$ cat src/rtl/uisc_defs.svh
// Register offsets, field positions, reset values and timing counts for the interrupt/sleep/modem block
`ifndef UISC_DEFS_SVH
`define UISC_DEFS_SVH

// ---------------------------------------------------------------
// Register byte offsets
// ---------------------------------------------------------------
`define UISC_OFF_IEM      8'h00
`define UISC_OFF_ISC      8'h04
`define UISC_OFF_MLC      8'h08
`define UISC_OFF_MSW      8'h0C
`define UISC_OFF_CFG      8'h10
`define UISC_OFF_STAT     8'h14

// ---------------------------------------------------------------
// Field positions
// ---------------------------------------------------------------
`define UISC_IEM_RXDATA   0
`define UISC_IEM_TXEMPTY  1
`define UISC_IEM_RXSTAT   2
`define UISC_IEM_MODEM    3
`define UISC_IEM_SLEEP    4
`define UISC_IEM_SPECIAL  5
`define UISC_IEM_RTS      6
`define UISC_IEM_CTS      7
`define UISC_MLC_DTR      0
`define UISC_MLC_RTS      1
`define UISC_MLC_AUXA     2
`define UISC_MLC_AUXB     3
`define UISC_MLC_LOOP     4
`define UISC_MLC_IRDA     6
`define UISC_CFG_ENH      0
`define UISC_CFG_NINE     1
`define UISC_CFG_NINEADR  2
`define UISC_CFG_FIFOEN   3
`define UISC_CFG_EXTTRIG  4
`define UISC_CFG_INBAND   5
`define UISC_CFG_SPECDET  6
`define UISC_CFG_MODE650  7
`define UISC_CFG_MODE750  8
`define UISC_CFG_DEEP     9

// ---------------------------------------------------------------
// Reset values and codes
// ---------------------------------------------------------------
`define UISC_IEM_RST      8'h00
`define UISC_MLC_RST      8'h00
`define UISC_CFG_RST      10'h000
`define UISC_CODE_NONE    6'h01
`define UISC_CODE_L1      6'h06
`define UISC_CODE_L2A     6'h04
`define UISC_CODE_L2B     6'h0C
`define UISC_CODE_L3      6'h02
`define UISC_CODE_L4      6'h00
`define UISC_CODE_L5      6'h10
`define UISC_CODE_L6      6'h20

// ---------------------------------------------------------------
// Timing
// ---------------------------------------------------------------
`define UISC_TIMEOUT_CHARS 4

`endif

$ cat src/rtl/uisc_pkg.sv
// Types shared by the interrupt/sleep/modem block
package uisc_pkg;
    typedef enum logic [1:0] {
        UISC_APB_IDLE   = 2'b00,
        UISC_APB_ACCESS = 2'b01
    } uisc_apb_e;
    typedef logic [5:0] uisc_code_t;
endpackage

$ cat src/rtl/uisc_core.sv
// UART interrupt priority, sleep control, modem outputs and loopback with APB registers
`timescale 1ns/1ps
`default_nettype none
`include "uisc_defs.svh"

// Contract
// Code shows highest pending of six levels; 000001 when idle.
// Levels 5 and 6 only raised in enhanced mode.
// Code bit 5 per mode: level 6, FIFO depth in 750 mode, else 0.
// Normal framing: level 1 from line errors, enabled by mask bit 2.
// Nine-bit: errors enabled by mask bit 3, address bit by nine-bit control.
// Level 2a while receive level above trigger.
// Level 2b needs FIFO mode, data held, and idle past time-out.
// Time-out is four characters; first receive read clears it.
// Level 3 sets below trigger; clears on code read or refill.
// Extended trigger zero waits for transmitter fully idle.
// Level 4 from modem delta flags; cleared by modem status read.
// Level 5 from stop, alternate stop or special char; cleared by code read.
// Level 6 on CTS or RTS rising; cleared by code read.
// Mask bit 7 gates CTS change only in enhanced mode.
// Clock gated only when every sleep precondition holds.
// Sleep bit reads back whether power-down took effect.
// Leave sleep when any precondition fails or request clears.
// No sleep while infrared mode selected.
// Control bits drive DTR/RTS low-active, aux outputs high when set.
// Drive select low: bit 3 enables interrupt driver; high: always driven.
// Loopback: outputs high, inputs ignored, outputs feed inputs internally; code still takes the level 6 CTS rise from the cts_in_n pin.
// Loopback modem interrupts come from control bits, still masked.
// Delta flags set on change, RI on rise; kept until status read.
// Interrupt output follows any enabled pending source every cycle.
module uisc_core #(
    parameter int TIMEOUT_CHARS = `UISC_TIMEOUT_CHARS
) (
    // Clock and reset
    input  wire logic        ref_clk,
    input  wire logic        rst_n,
    // APB slave
    input  wire logic        psel,
    input  wire logic        penable,
    input  wire logic        pwrite,
    input  wire logic [7:0]  paddr,
    input  wire logic [31:0] pwdata,
    output logic [31:0]      prdata,
    output logic             pready,
    output logic             pslverr,
    // Status from the UART datapath (same clock)
    input  wire logic [3:0]  line_err,
    input  wire logic        rx_addr_bit,
    input  wire logic        line_status_read,
    input  wire logic        rx_above_trig,
    input  wire logic        rx_data_held,
    input  wire logic        rx_read,
    input  wire logic        rx_write,
    input  wire logic        char_tick,
    input  wire logic        tx_below_trig,
    input  wire logic        tx_above_trig,
    input  wire logic        tx_trig_zero,
    input  wire logic        tx_idle,
    input  wire logic        rx_idle,
    input  wire logic        stop_char_hit,
    input  wire logic        alt_stop_char_hit,
    input  wire logic        special_hit,
    input  wire logic        tx_serial,
    // Line pins (asynchronous)
    input  wire logic        serial_in,
    input  wire logic        cts_in_n,
    input  wire logic        dsr_in_n,
    input  wire logic        ri_in_n,
    input  wire logic        dcd_in_n,
    input  wire logic        irq_drive_select_n,
    // Line outputs
    output logic             serial_out,
    output logic             dtr_out_n,
    output logic             rts_out_n,
    output logic             aux_out_a_n,
    output logic             aux_out_b_n,
    output logic             irq_out,
    output logic             irq_oe_n,
    output logic             rx_serial,
    output logic             clk_gate_off
);

    // ---------------------------------------------------------------
    // Parameter check
    // ---------------------------------------------------------------
    initial begin
        if (TIMEOUT_CHARS < 1 || TIMEOUT_CHARS > 15) begin
            $error("TIMEOUT_CHARS out of range");
        end
    end

    // ---------------------------------------------------------------
    // Pin synchronisers
    // ---------------------------------------------------------------
    logic [5:0] pin_s1_reg;
    logic [5:0] pin_s2_reg;
    always_ff @(posedge ref_clk) begin
        if (!rst_n) begin
            pin_s1_reg <= 6'h3F;
            pin_s2_reg <= 6'h3F;
        end else begin
            pin_s1_reg <= {irq_drive_select_n, serial_in, dcd_in_n, ri_in_n, dsr_in_n, cts_in_n};
            pin_s2_reg <= pin_s1_reg;
        end
    end

    // ---------------------------------------------------------------
    // Registers
    // ---------------------------------------------------------------
    logic [7:0]  iem_reg;
    logic [7:0]  mlc_reg;
    logic [9:0]  cfg_reg;
    logic [3:0]  delta_reg;
    logic [3:0]  mstate_reg;
    logic        l3_reg;
    logic        l5_reg;
    logic        l6_reg;
    logic [1:0]  flow_prev_reg;
    logic [3:0]  tout_cnt_reg;
    logic        tout_reg;
    logic        sleep_reg;
    uisc_pkg::uisc_apb_e apb_reg;

    wire enh   = cfg_reg[`UISC_CFG_ENH];
    wire nine  = cfg_reg[`UISC_CFG_NINE];
    wire loop  = mlc_reg[`UISC_MLC_LOOP];

    wire wr_acc = psel && penable && pwrite && (apb_reg == uisc_pkg::UISC_APB_ACCESS);
    wire rd_acc = psel && penable && !pwrite && (apb_reg == uisc_pkg::UISC_APB_ACCESS);
    wire mapped = (paddr <= `UISC_OFF_STAT) && (paddr[1:0] == 2'b00);
    wire wr_iem = wr_acc && paddr == `UISC_OFF_IEM;
    wire wr_mlc = wr_acc && paddr == `UISC_OFF_MLC;
    wire wr_cfg = wr_acc && paddr == `UISC_OFF_CFG;
    wire rd_isc = rd_acc && paddr == `UISC_OFF_ISC;
    wire rd_msw = rd_acc && paddr == `UISC_OFF_MSW;

    // ---------------------------------------------------------------
    // Modem inputs (active high), loopback substitution
    // ---------------------------------------------------------------
    // loopback internal feed
    wire [3:0] pin_act  = ~{pin_s2_reg[3], pin_s2_reg[2], pin_s2_reg[1], pin_s2_reg[0]};
    wire [3:0] loop_act = {mlc_reg[`UISC_MLC_AUXB], mlc_reg[`UISC_MLC_AUXA],
                           mlc_reg[`UISC_MLC_DTR], mlc_reg[`UISC_MLC_RTS]};
    // loopback modem source
    wire [3:0] m_now    = loop ? loop_act : pin_act;
    wire [3:0] m_chg    = m_now ^ mstate_reg;
    // delta detection, RI on rise
    wire [3:0] m_evt    = {m_chg[3], m_chg[2] & ~m_now[2], m_chg[1], m_chg[0]};
    wire [3:0] delta_next = m_evt | (rd_msw ? 4'h0 : delta_reg);
    wire       sin_eff  = loop ? tx_serial : pin_s2_reg[4];

    // ---------------------------------------------------------------
    // Source conditions
    // ---------------------------------------------------------------
    // normal framing level 1
    wire l1_norm = (|line_err) && iem_reg[`UISC_IEM_RXSTAT];
    // nine-bit level 1 masking
    wire l1_nine = ((line_err[0] | line_err[2] | line_err[3]) && iem_reg[`UISC_IEM_MODEM])
                 || (rx_addr_bit && cfg_reg[`UISC_CFG_NINEADR]);
    wire p1  = nine ? l1_nine : l1_norm;
    // receive data level
    wire p2a = rx_above_trig && iem_reg[`UISC_IEM_RXDATA];
    wire p2b = tout_reg && iem_reg[`UISC_IEM_RXDATA];
    wire p3  = l3_reg && iem_reg[`UISC_IEM_TXEMPTY];
    // modem change level
    wire p4  = (|delta_reg) && iem_reg[`UISC_IEM_MODEM];
    // enhanced-only levels
    wire p5  = enh && l5_reg;
    wire p6  = enh && l6_reg;

    // priority encoding
    wire [5:0] code_pri = p1  ? `UISC_CODE_L1  :
                          p2a ? `UISC_CODE_L2A :
                          p2b ? `UISC_CODE_L2B :
                          p3  ? `UISC_CODE_L3  :
                          p4  ? `UISC_CODE_L4  :
                          p5  ? `UISC_CODE_L5  :
                          p6  ? `UISC_CODE_L6  : `UISC_CODE_NONE;
    // bit 5 by mode
    wire bit5 = cfg_reg[`UISC_CFG_MODE750] ? cfg_reg[`UISC_CFG_DEEP] :
                cfg_reg[`UISC_CFG_MODE650] ? code_pri[5] : 1'b0;
    wire [5:0] code_rd = {bit5, code_pri[4:0]};
    wire any_pend = p1 | p2a | p2b | p3 | p4 | p5 | p6;

    // ---------------------------------------------------------------
    // Level 3, 5, 6 latches
    // ---------------------------------------------------------------
    // zero trigger waits for idle line
    wire l3_set = (cfg_reg[`UISC_CFG_EXTTRIG] && tx_trig_zero) ? (tx_idle && tx_serial)
                                                              : tx_below_trig;
    // level 3 clear by read or refill
    wire l3_clr = (rd_isc && code_pri == `UISC_CODE_L3) || tx_above_trig;
    wire l3_next = l3_set || (l3_reg && !l3_clr);
    // level 5 causes
    wire l5_set = enh && ((stop_char_hit && cfg_reg[`UISC_CFG_INBAND])
                || (alt_stop_char_hit && cfg_reg[`UISC_CFG_SPECDET])
                || (nine && special_hit)) && iem_reg[`UISC_IEM_SPECIAL];
    wire l5_next = l5_set || (l5_reg && !(rd_isc && code_pri == `UISC_CODE_L5));
    // CTS/RTS rising
    wire [1:0] flow_now = {pin_s2_reg[0], rts_out_n};
    wire       cts_rise = flow_now[1] & ~flow_prev_reg[1];
    wire       rts_rise = flow_now[0] & ~flow_prev_reg[0];
    // CTS mask only in enhanced mode
    wire cts_en  = enh ? iem_reg[`UISC_IEM_CTS] : 1'b1;
    wire l6_set  = (cts_rise && cts_en) || (rts_rise && iem_reg[`UISC_IEM_RTS]);
    wire l6_next = l6_set || (l6_reg && !(rd_isc && code_pri == `UISC_CODE_L6));

    // ---------------------------------------------------------------
    // Receive time-out
    // ---------------------------------------------------------------
    // time-out conditions
    wire tout_arm  = cfg_reg[`UISC_CFG_FIFOEN] && rx_data_held;
    // four character periods, read clears
    wire [3:0] tout_cnt_next = (!tout_arm || rx_read || rx_write) ? 4'h0 :
                               (char_tick && tout_cnt_reg != TIMEOUT_CHARS[3:0])
                               ? tout_cnt_reg + 4'h1 : tout_cnt_reg;
    wire tout_next = tout_arm && !rx_read && !rx_write
                   && (tout_cnt_next == TIMEOUT_CHARS[3:0]);

    // ---------------------------------------------------------------
    // Sleep
    // ---------------------------------------------------------------
    wire sleep_req = cfg_reg[`UISC_CFG_MODE750] && !enh ? iem_reg[`UISC_IEM_SPECIAL]
                                                        : iem_reg[`UISC_IEM_SLEEP];
    // all sleep preconditions
    // no sleep in infrared mode
    // auto wake when any fails
    wire sleep_next = sleep_req && tx_idle && sin_eff && rx_idle && !rx_data_held
                    && !loop && delta_reg == 4'h0 && !any_pend
                    && !mlc_reg[`UISC_MLC_IRDA];

    // ---------------------------------------------------------------
    // Register writes
    // ---------------------------------------------------------------
    always_ff @(posedge ref_clk) begin
        if (!rst_n) begin
            iem_reg       <= `UISC_IEM_RST;
            mlc_reg       <= `UISC_MLC_RST;
            cfg_reg       <= `UISC_CFG_RST;
            delta_reg     <= 4'h0;
            mstate_reg    <= 4'h0;
            l3_reg        <= 1'b0;
            l5_reg        <= 1'b0;
            l6_reg        <= 1'b0;
            flow_prev_reg <= 2'b11;
            tout_cnt_reg  <= 4'h0;
            tout_reg      <= 1'b0;
            sleep_reg     <= 1'b0;
        end else begin
            if (wr_iem) iem_reg <= pwdata[7:0];
            if (wr_mlc) mlc_reg <= pwdata[7:0];
            if (wr_cfg) cfg_reg <= pwdata[9:0];
            delta_reg     <= delta_next;
            mstate_reg    <= m_now;
            l3_reg        <= l3_next;
            l5_reg        <= l5_next;
            l6_reg        <= l6_next;
            flow_prev_reg <= flow_now;
            tout_cnt_reg  <= tout_cnt_next;
            tout_reg      <= tout_next;
            sleep_reg     <= sleep_next;
        end
    end

    // ---------------------------------------------------------------
    // APB read and handshake
    // ---------------------------------------------------------------
    // sleep bit shows power-down state
    wire [7:0] iem_rd = !sleep_req ? iem_reg :
                        (cfg_reg[`UISC_CFG_MODE750] && !enh)
                        ? {iem_reg[7:6], sleep_reg, iem_reg[4:0]}
                        : {iem_reg[7:5], sleep_reg, iem_reg[3:0]};
    wire [31:0] rd_mux = (paddr == `UISC_OFF_IEM)  ? {24'h000000, iem_rd} :
                         (paddr == `UISC_OFF_ISC)  ? {26'h0000000, code_rd} :
                         (paddr == `UISC_OFF_MLC)  ? {24'h000000, mlc_reg} :
                         (paddr == `UISC_OFF_MSW)  ? {24'h000000, m_now, delta_reg} :
                         (paddr == `UISC_OFF_CFG)  ? {22'h000000, cfg_reg} :
                         (paddr == `UISC_OFF_STAT) ? {30'h00000000, any_pend, sleep_reg} :
                         32'h00000000;

    always_ff @(posedge ref_clk) begin
        if (!rst_n) begin
            apb_reg <= uisc_pkg::UISC_APB_IDLE;
            pready  <= 1'b0;
            prdata  <= 32'h00000000;
            pslverr <= 1'b0;
        end else begin
            pready  <= psel && !penable;
            pslverr <= psel && !penable && !mapped;
            apb_reg <= (psel && !penable) ? uisc_pkg::UISC_APB_ACCESS
                                          : uisc_pkg::UISC_APB_IDLE;
            if (psel && !penable && !pwrite) prdata <= mapped ? rd_mux : 32'h00000000;
        end
    end

    // ---------------------------------------------------------------
    // Line outputs
    // ---------------------------------------------------------------
    always_ff @(posedge ref_clk) begin
        if (!rst_n) begin
            serial_out   <= 1'b1;
            dtr_out_n    <= 1'b1;
            rts_out_n    <= 1'b1;
            aux_out_a_n  <= 1'b1;
            aux_out_b_n  <= 1'b1;
            irq_out      <= 1'b0;
            irq_oe_n     <= 1'b1;
            rx_serial    <= 1'b1;
            clk_gate_off <= 1'b0;
        end else begin
            // control bits onto pins
            // outputs inactive in loopback
            serial_out   <= loop ? 1'b1 : tx_serial;
            dtr_out_n    <= loop ? 1'b1 : ~mlc_reg[`UISC_MLC_DTR];
            rts_out_n    <= loop ? 1'b1 : ~mlc_reg[`UISC_MLC_RTS];
            aux_out_a_n  <= loop ? 1'b1 : mlc_reg[`UISC_MLC_AUXA];
            aux_out_b_n  <= loop ? 1'b1 : mlc_reg[`UISC_MLC_AUXB];
            // interrupt follows pending
            irq_out      <= any_pend;
            // driver enable select
            irq_oe_n     <= pin_s2_reg[5] ? 1'b0 : ~mlc_reg[`UISC_MLC_AUXB];
            rx_serial    <= sin_eff;
            clk_gate_off <= sleep_next;
        end
    end

    // ---------------------------------------------------------------
    // Assertions
    // ---------------------------------------------------------------
    property p_idle_code;
        @(posedge ref_clk) disable iff (!rst_n)
        !any_pend |-> code_pri == `UISC_CODE_NONE;
    endproperty
    a_idle_code: assert property (p_idle_code) else $error("idle code wrong");

    property p_enh_only;
        @(posedge ref_clk) disable iff (!rst_n)
        !enh |-> code_pri != `UISC_CODE_L5 && code_pri != `UISC_CODE_L6;
    endproperty
    a_enh_only: assert property (p_enh_only) else $error("level 5/6 outside enhanced");

    property p_irq_follow;
        @(posedge ref_clk) disable iff (!rst_n)
        any_pend |=> irq_out;
    endproperty
    a_irq_follow: assert property (p_irq_follow) else $error("irq not raised");

    property p_no_sleep_irda;
        @(posedge ref_clk) disable iff (!rst_n)
        mlc_reg[`UISC_MLC_IRDA] |=> !clk_gate_off;
    endproperty
    a_no_sleep_irda: assert property (p_no_sleep_irda) else $error("sleep in infrared");

    property p_loop_out;
        @(posedge ref_clk) disable iff (!rst_n)
        loop |=> serial_out && dtr_out_n && rts_out_n && aux_out_a_n && aux_out_b_n;
    endproperty
    a_loop_out: assert property (p_loop_out) else $error("loopback outputs active");

    property p_delta_hold;
        @(posedge ref_clk) disable iff (!rst_n)
        (|delta_reg) && !rd_msw |=> (delta_reg & $past(delta_reg)) == $past(delta_reg);
    endproperty
    a_delta_hold: assert property (p_delta_hold) else $error("delta lost");

    property p_sleep_wake;
        @(posedge ref_clk) disable iff (!rst_n)
        clk_gate_off && !sleep_req |=> !clk_gate_off;
    endproperty
    a_sleep_wake: assert property (p_sleep_wake) else $error("no wake");

    property p_irq_drive;
        @(posedge ref_clk) disable iff (!rst_n)
        pin_s2_reg[5] |=> !irq_oe_n;
    endproperty
    a_irq_drive: assert property (p_irq_drive) else $error("irq not driven");

endmodule
`default_nettype wire

$ cat config.mk
export PLATFORM = sky130hd
export DESIGN_NAME = uisc_core
export DESIGN_NICKNAME = d
export VERILOG_FILES = /design/src/rtl/uisc_pkg.sv /design/src/rtl/uisc_core.sv
export VERILOG_INCLUDE_DIRS = /design/src /design/src/rtl
export SDC_FILE = /design/constraint.sdc
export NUM_CORES = 1
export LEC_CHECK = 0
export BUFFER_PORTS_ARGS = -buffer_cell sky130_fd_sc_hd__clkbuf_2
export CAP_MARGIN = 20
export CORE_UTILIZATION = 30
export CTS_BUF_LIST = sky130_fd_sc_hd__clkbuf_8 sky130_fd_sc_hd__clkbuf_16
export CTS_CLUSTER_DIAMETER = 30
export DETAILED_ROUTE_END_ITERATION = 12
export SYNTH_ARGS = -nofsm -noshare
export SYNTH_HDL_FRONTEND = slang
export SYNTH_SLANG_ARGS = --single-unit
$ cat constraint.sdc
create_clock -name ref_clk -period 2 [get_ports ref_clk]
set_input_delay 0.1 -clock ref_clk [delete_from_list [all_inputs] [get_ports ref_clk]]
set_output_delay 0.1 -clock ref_clk [all_outputs]
set_load 0.02 [all_outputs]
==> impl_metrics.py <==
metrics = {
    "sta": {
        "setup-violations-final": 0,
        "period_needed_ns": 1.758,
        "post-route-period-util": 0.8789,
        "rsz0062_at_grt": "false",
        "slew_headroom": 0.5729,
        "fmax_mhz": 568.9,
        "hold_viol": 0,
        "final_max_slew_viol_count": 0,
        "tns_ns": 0,
        "worst_slack_ns": 0.2423,
        "finClkSkew_ns": 0.003712,
        "worst_slew_pin_slew_ns": 0.6349,
    },
    "die": {
        "ioPinCount": 114,
        "die_x_um": 110.9,
        "core_area_um2": 11470,
        "rows": 39,
        "die_h_um": 110.9,
        "dieArea_um2": 12300,
        "start_util": 0.3103,
    },
    "global_routing": {
        "grt_overflow": 0,
        "first_global_vias": 3115,
        "grt.total_usage": 0.1732,
        "grt_max_degree": 30,
        "grt_pass1_wl_mm": 16.50,
        "antenna_found_initial": 0,
    },
    "clocking": {
        "root_buffer": "clkbuf_16",
        "cts_setup_buffers": 0,
        "clkLatencyLatePin_ns": 0.33,
        "h-tree-depth": 3,
        "cts_tree": "built",
        "post_cts_resized": 0,
        "numCtsBuffers": 9,
        "clock_path_buffers": 2,
        "clkSinkCount": 77,
        "cts.clk_slew.worst_paths_ns": 0.06,
    },
    "detailed_routing": {
        "dr.first_iter.drc_count": 211,
        "ant_nets": 0,
        "vias": 3277,
        "wl_mm": 10.22,
        "wl_per_cell_um": 15.48,
        "via_per_inst": 4.965,
        "drc": 0,
        "drt-pass1-iter-count": 5,
    },
    "pwr": {
        "power.clock.fraction": 0.475,
        "power.leakage_uw": 0.001839,
        "p_seq_frac": 0.448,
        "vdd_drop_max_mv": 0.4050,
        "p_comb_frac": 0.077,
        "power_density_nw_per_um2": 781.4,
        "p_sw_frac": 0.2394,
        "switchingPower_uw": 841.2,
        "p_int_uw": 2673,
    },
    "final_layout": {
        "final_net_count": 585,
        "fillers": 1188,
        "layout.area.seq_um2": 1541,
        "area_delta_synth_final_pct": 26.37,
        "multi_input_area_um2": 1807,
        "fin_area_um2": 4497,
        "antennaDiodeCount": 0,
        "drive_gt1_frac": 0.2244,
    },
    "setup_path": {
        "critical_path.max_fanout": 5,
        "cpPeakStageDelay_ns": 0.54,
        "path_class": "primary input to register",
        "cp.required_ns": 2.22,
        "r2r_end": "prdata[4]$_SDFFE_PN0P_",
        "crit_path_start_kind": "primary input",
        "reg2reg_from": "delta_reg[1]$_SDFF_PN0_",
        "end_kind": "register",
        "critPathArrivalTime_ns": 1.98,
        "worstRegToRegCells": 6,
        "slowest_stage": "dlygate4sd3_1",
        "r2r_setup_slack_ns": 0.31,
        "cp_cell_sequence": "dlygate4sd3_1, clkbuf_2, or3b_1, nand3b_1, or2_4, o41ai_1",
    },
    "logic_synthesis": {
        "ys_types": 57,
        "ys_seq_elements": 77,
        "yosys.area.top_type": "dfxtp_1",
        "avgSynthCellArea_um2": 8.513,
        "syn_inst": 418,
        "synth_top_area_frac": 0.4332,
        "synthTopCellsByArea": "dfxtp_1 43%, nand2_1 5.1%, a21oi_1 4.9%, buf_4 4.6%, mux2i_1 4.5%",
        "synth_edf_count": 0,
        "synth-warning-count": 0,
        "async_flop_share": 0,
        "synth_ff_type": "dfxtp_1",
        "syn_area_um2": 3558,
        "synth_seq_area_share": 0.4332,
    },
    "placed_design": {
        "postPlaceCellArea_um2": 4108,
        "dp_slack_ns": 0.1800,
        "portBuffers": 68,
        "gp_congestion": 0.9465,
        "dpl.hpwl_mm": 8.057,
    },
    "flow_run": {
        "maxCapViolCount": 0,
    },
    "outcome": {
        "status": "finished clean",
    },
    "min_path": {
        "worstHoldStart": "pwdata[8]",
        "hold_end": "cfg_reg[8]$_SDFFE_PN0P_",
        "hp-class": "primary input to register",
        "min_path_cells": 3,
    },
}
-- cell type report --
type                            count  area share
Tap cell                          143     0.03979
Clock inverter                      6     0.01558
Multi-Input combinational cell    310      0.4018
Sequential cell                    77      0.3428
Clock buffer                       10     0.05314
Inverter                           12     0.01002
Timing Repair Buffer              102      0.1369
-- timing repair --
item	in CTS	in global routing
setup endpoints to repair	0	0
hold endpoints to repair	8	0
hold buffers	8	0
-- placed cells by master (no fill, tap or decap), types with 2 or more instances in the layout --
| master | count |
|---|---|
| dfxtp_1 | 77 |
| clkbuf_2 | 68 |
| nand2_1 | 48 |
| a21oi_1 | 35 |
| nor2_1 | 33 |
| buf_4 | 26 |
| nand3_1 | 25 |
| conb_1 | 22 |
| nand2b_1 | 20 |
| mux2i_1 | 16 |
| inv_1 | 12 |
| nor3_1 | 10 |
| o21ai_0 | 10 |
| clkbuf_16 | 9 |
| dlygate4sd3_1 | 8 |
| and2_1 | 7 |
| nor2b_1 | 7 |
| nand3b_1 | 6 |
| o41ai_1 | 5 |
| nor4_1 | 4 |
| xor2_1 | 4 |
| a32oi_1 | 3 |
| nor4bb_1 | 3 |
| a221oi_1 | 3 |
| a31oi_1 | 3 |
| o31ai_1 | 3 |
| a21boi_0 | 3 |
| clkinv_4 | 3 |
| a2bb2oi_1 | 2 |
| a32o_1 | 2 |
| o22ai_1 | 2 |
| a22o_1 | 2 |
| o21a_1 | 2 |
| a22oi_1 | 2 |
| o2111ai_1 | 2 |
| xnor2_1 | 2 |
| nor3b_1 | 2 |
| ha_1 | 2 |
-- per-stage QoR --
step           power (µW)  hold WS [ns]  utilization  cells
2_1_floorplan        1777        0.1730            -    439
3_5_place_dp         1867        0.2853       0.3582    636
4_1_cts              3548      0.002574       0.3921    660
5_1_grt              3651       0.01606       0.3921    660
6_report             3514      0.004757       0.3921    660
3_3_place_gp         1864        0.2789       0.3582    636
-- power groups by stage --
| stage | clock, µW | sequential (µW) | combinational [µW] |
|---|---|---|---|
| finish | 1670 | 1570 | 271 |
| global route | 1780 | 1580 | 298 |
| global placement | 0 | 1610 | 256 |
| CTS | 1700 | 1570 | 272 |
| detailed placement | 0 | 1610 | 259 |
| floorplan | 0 | 1610 | 164 |
-- critical path, delay by kind of cell --
family,cells,cell delay (ns)
simple gates,3,0.85
buf+inv,2,0.66
compound gates,1,0.37
-- routing by layer --
metal  track usage  part of all wire
met1        0.2373              0.47
met2        0.2600              0.44
met3       0.04921             0.066
met4       0.05778             0.021
met5             0                 0
-- worst max path at each step --
stage | to | depth (start not counted) | from | slack [ns]
after CTS | prdata[0]$_SDFFE_PN0P_ | 6 | penable | 0.25
after global routing | prdata[0]$_SDFFE_PN0P_ | 6 | penable | 0.06
after global placement | iem_reg[3]$_SDFFE_PN0P_ | 6 | paddr[1] | 0.20
final | prdata[0]$_SDFFE_PN0P_ | 6 | penable | 0.24
after detailed placement | iem_reg[4]$_SDFFE_PN0P_ | 6 | paddr[1] | 0.18
after floorplan | l6_reg$_SDFF_PN0_ | 5 | cfg_reg[1]$_SDFFE_PN0P_ | 0.38
-- cell families after synthesis --
family / count (synthesis) / share of synthesized area
simple gates: 176 / 0.2549
compound gates: 87 / 0.1596
flops: 77 / 0.4332
buf+inv: 52 / 0.08122
mux: 17 / 0.04817
xor+xnor: 6 / 0.01477
fa+ha+maj: 2 / 0.007031
other cells: 1 / 0.001054
-- cell usage after synthesis (10+ instances only) --
master,count
buf_4,22
inv_1,12
nor3_1,10
dfxtp_1,77
mux2i_1,16
o21ai_0,10
nand3_1,25
nand2_1,48
clkbuf_1,14
a21oi_1,35
nor2_1,33
nand2b_1,20
Power figures use the tool's default switching activity.
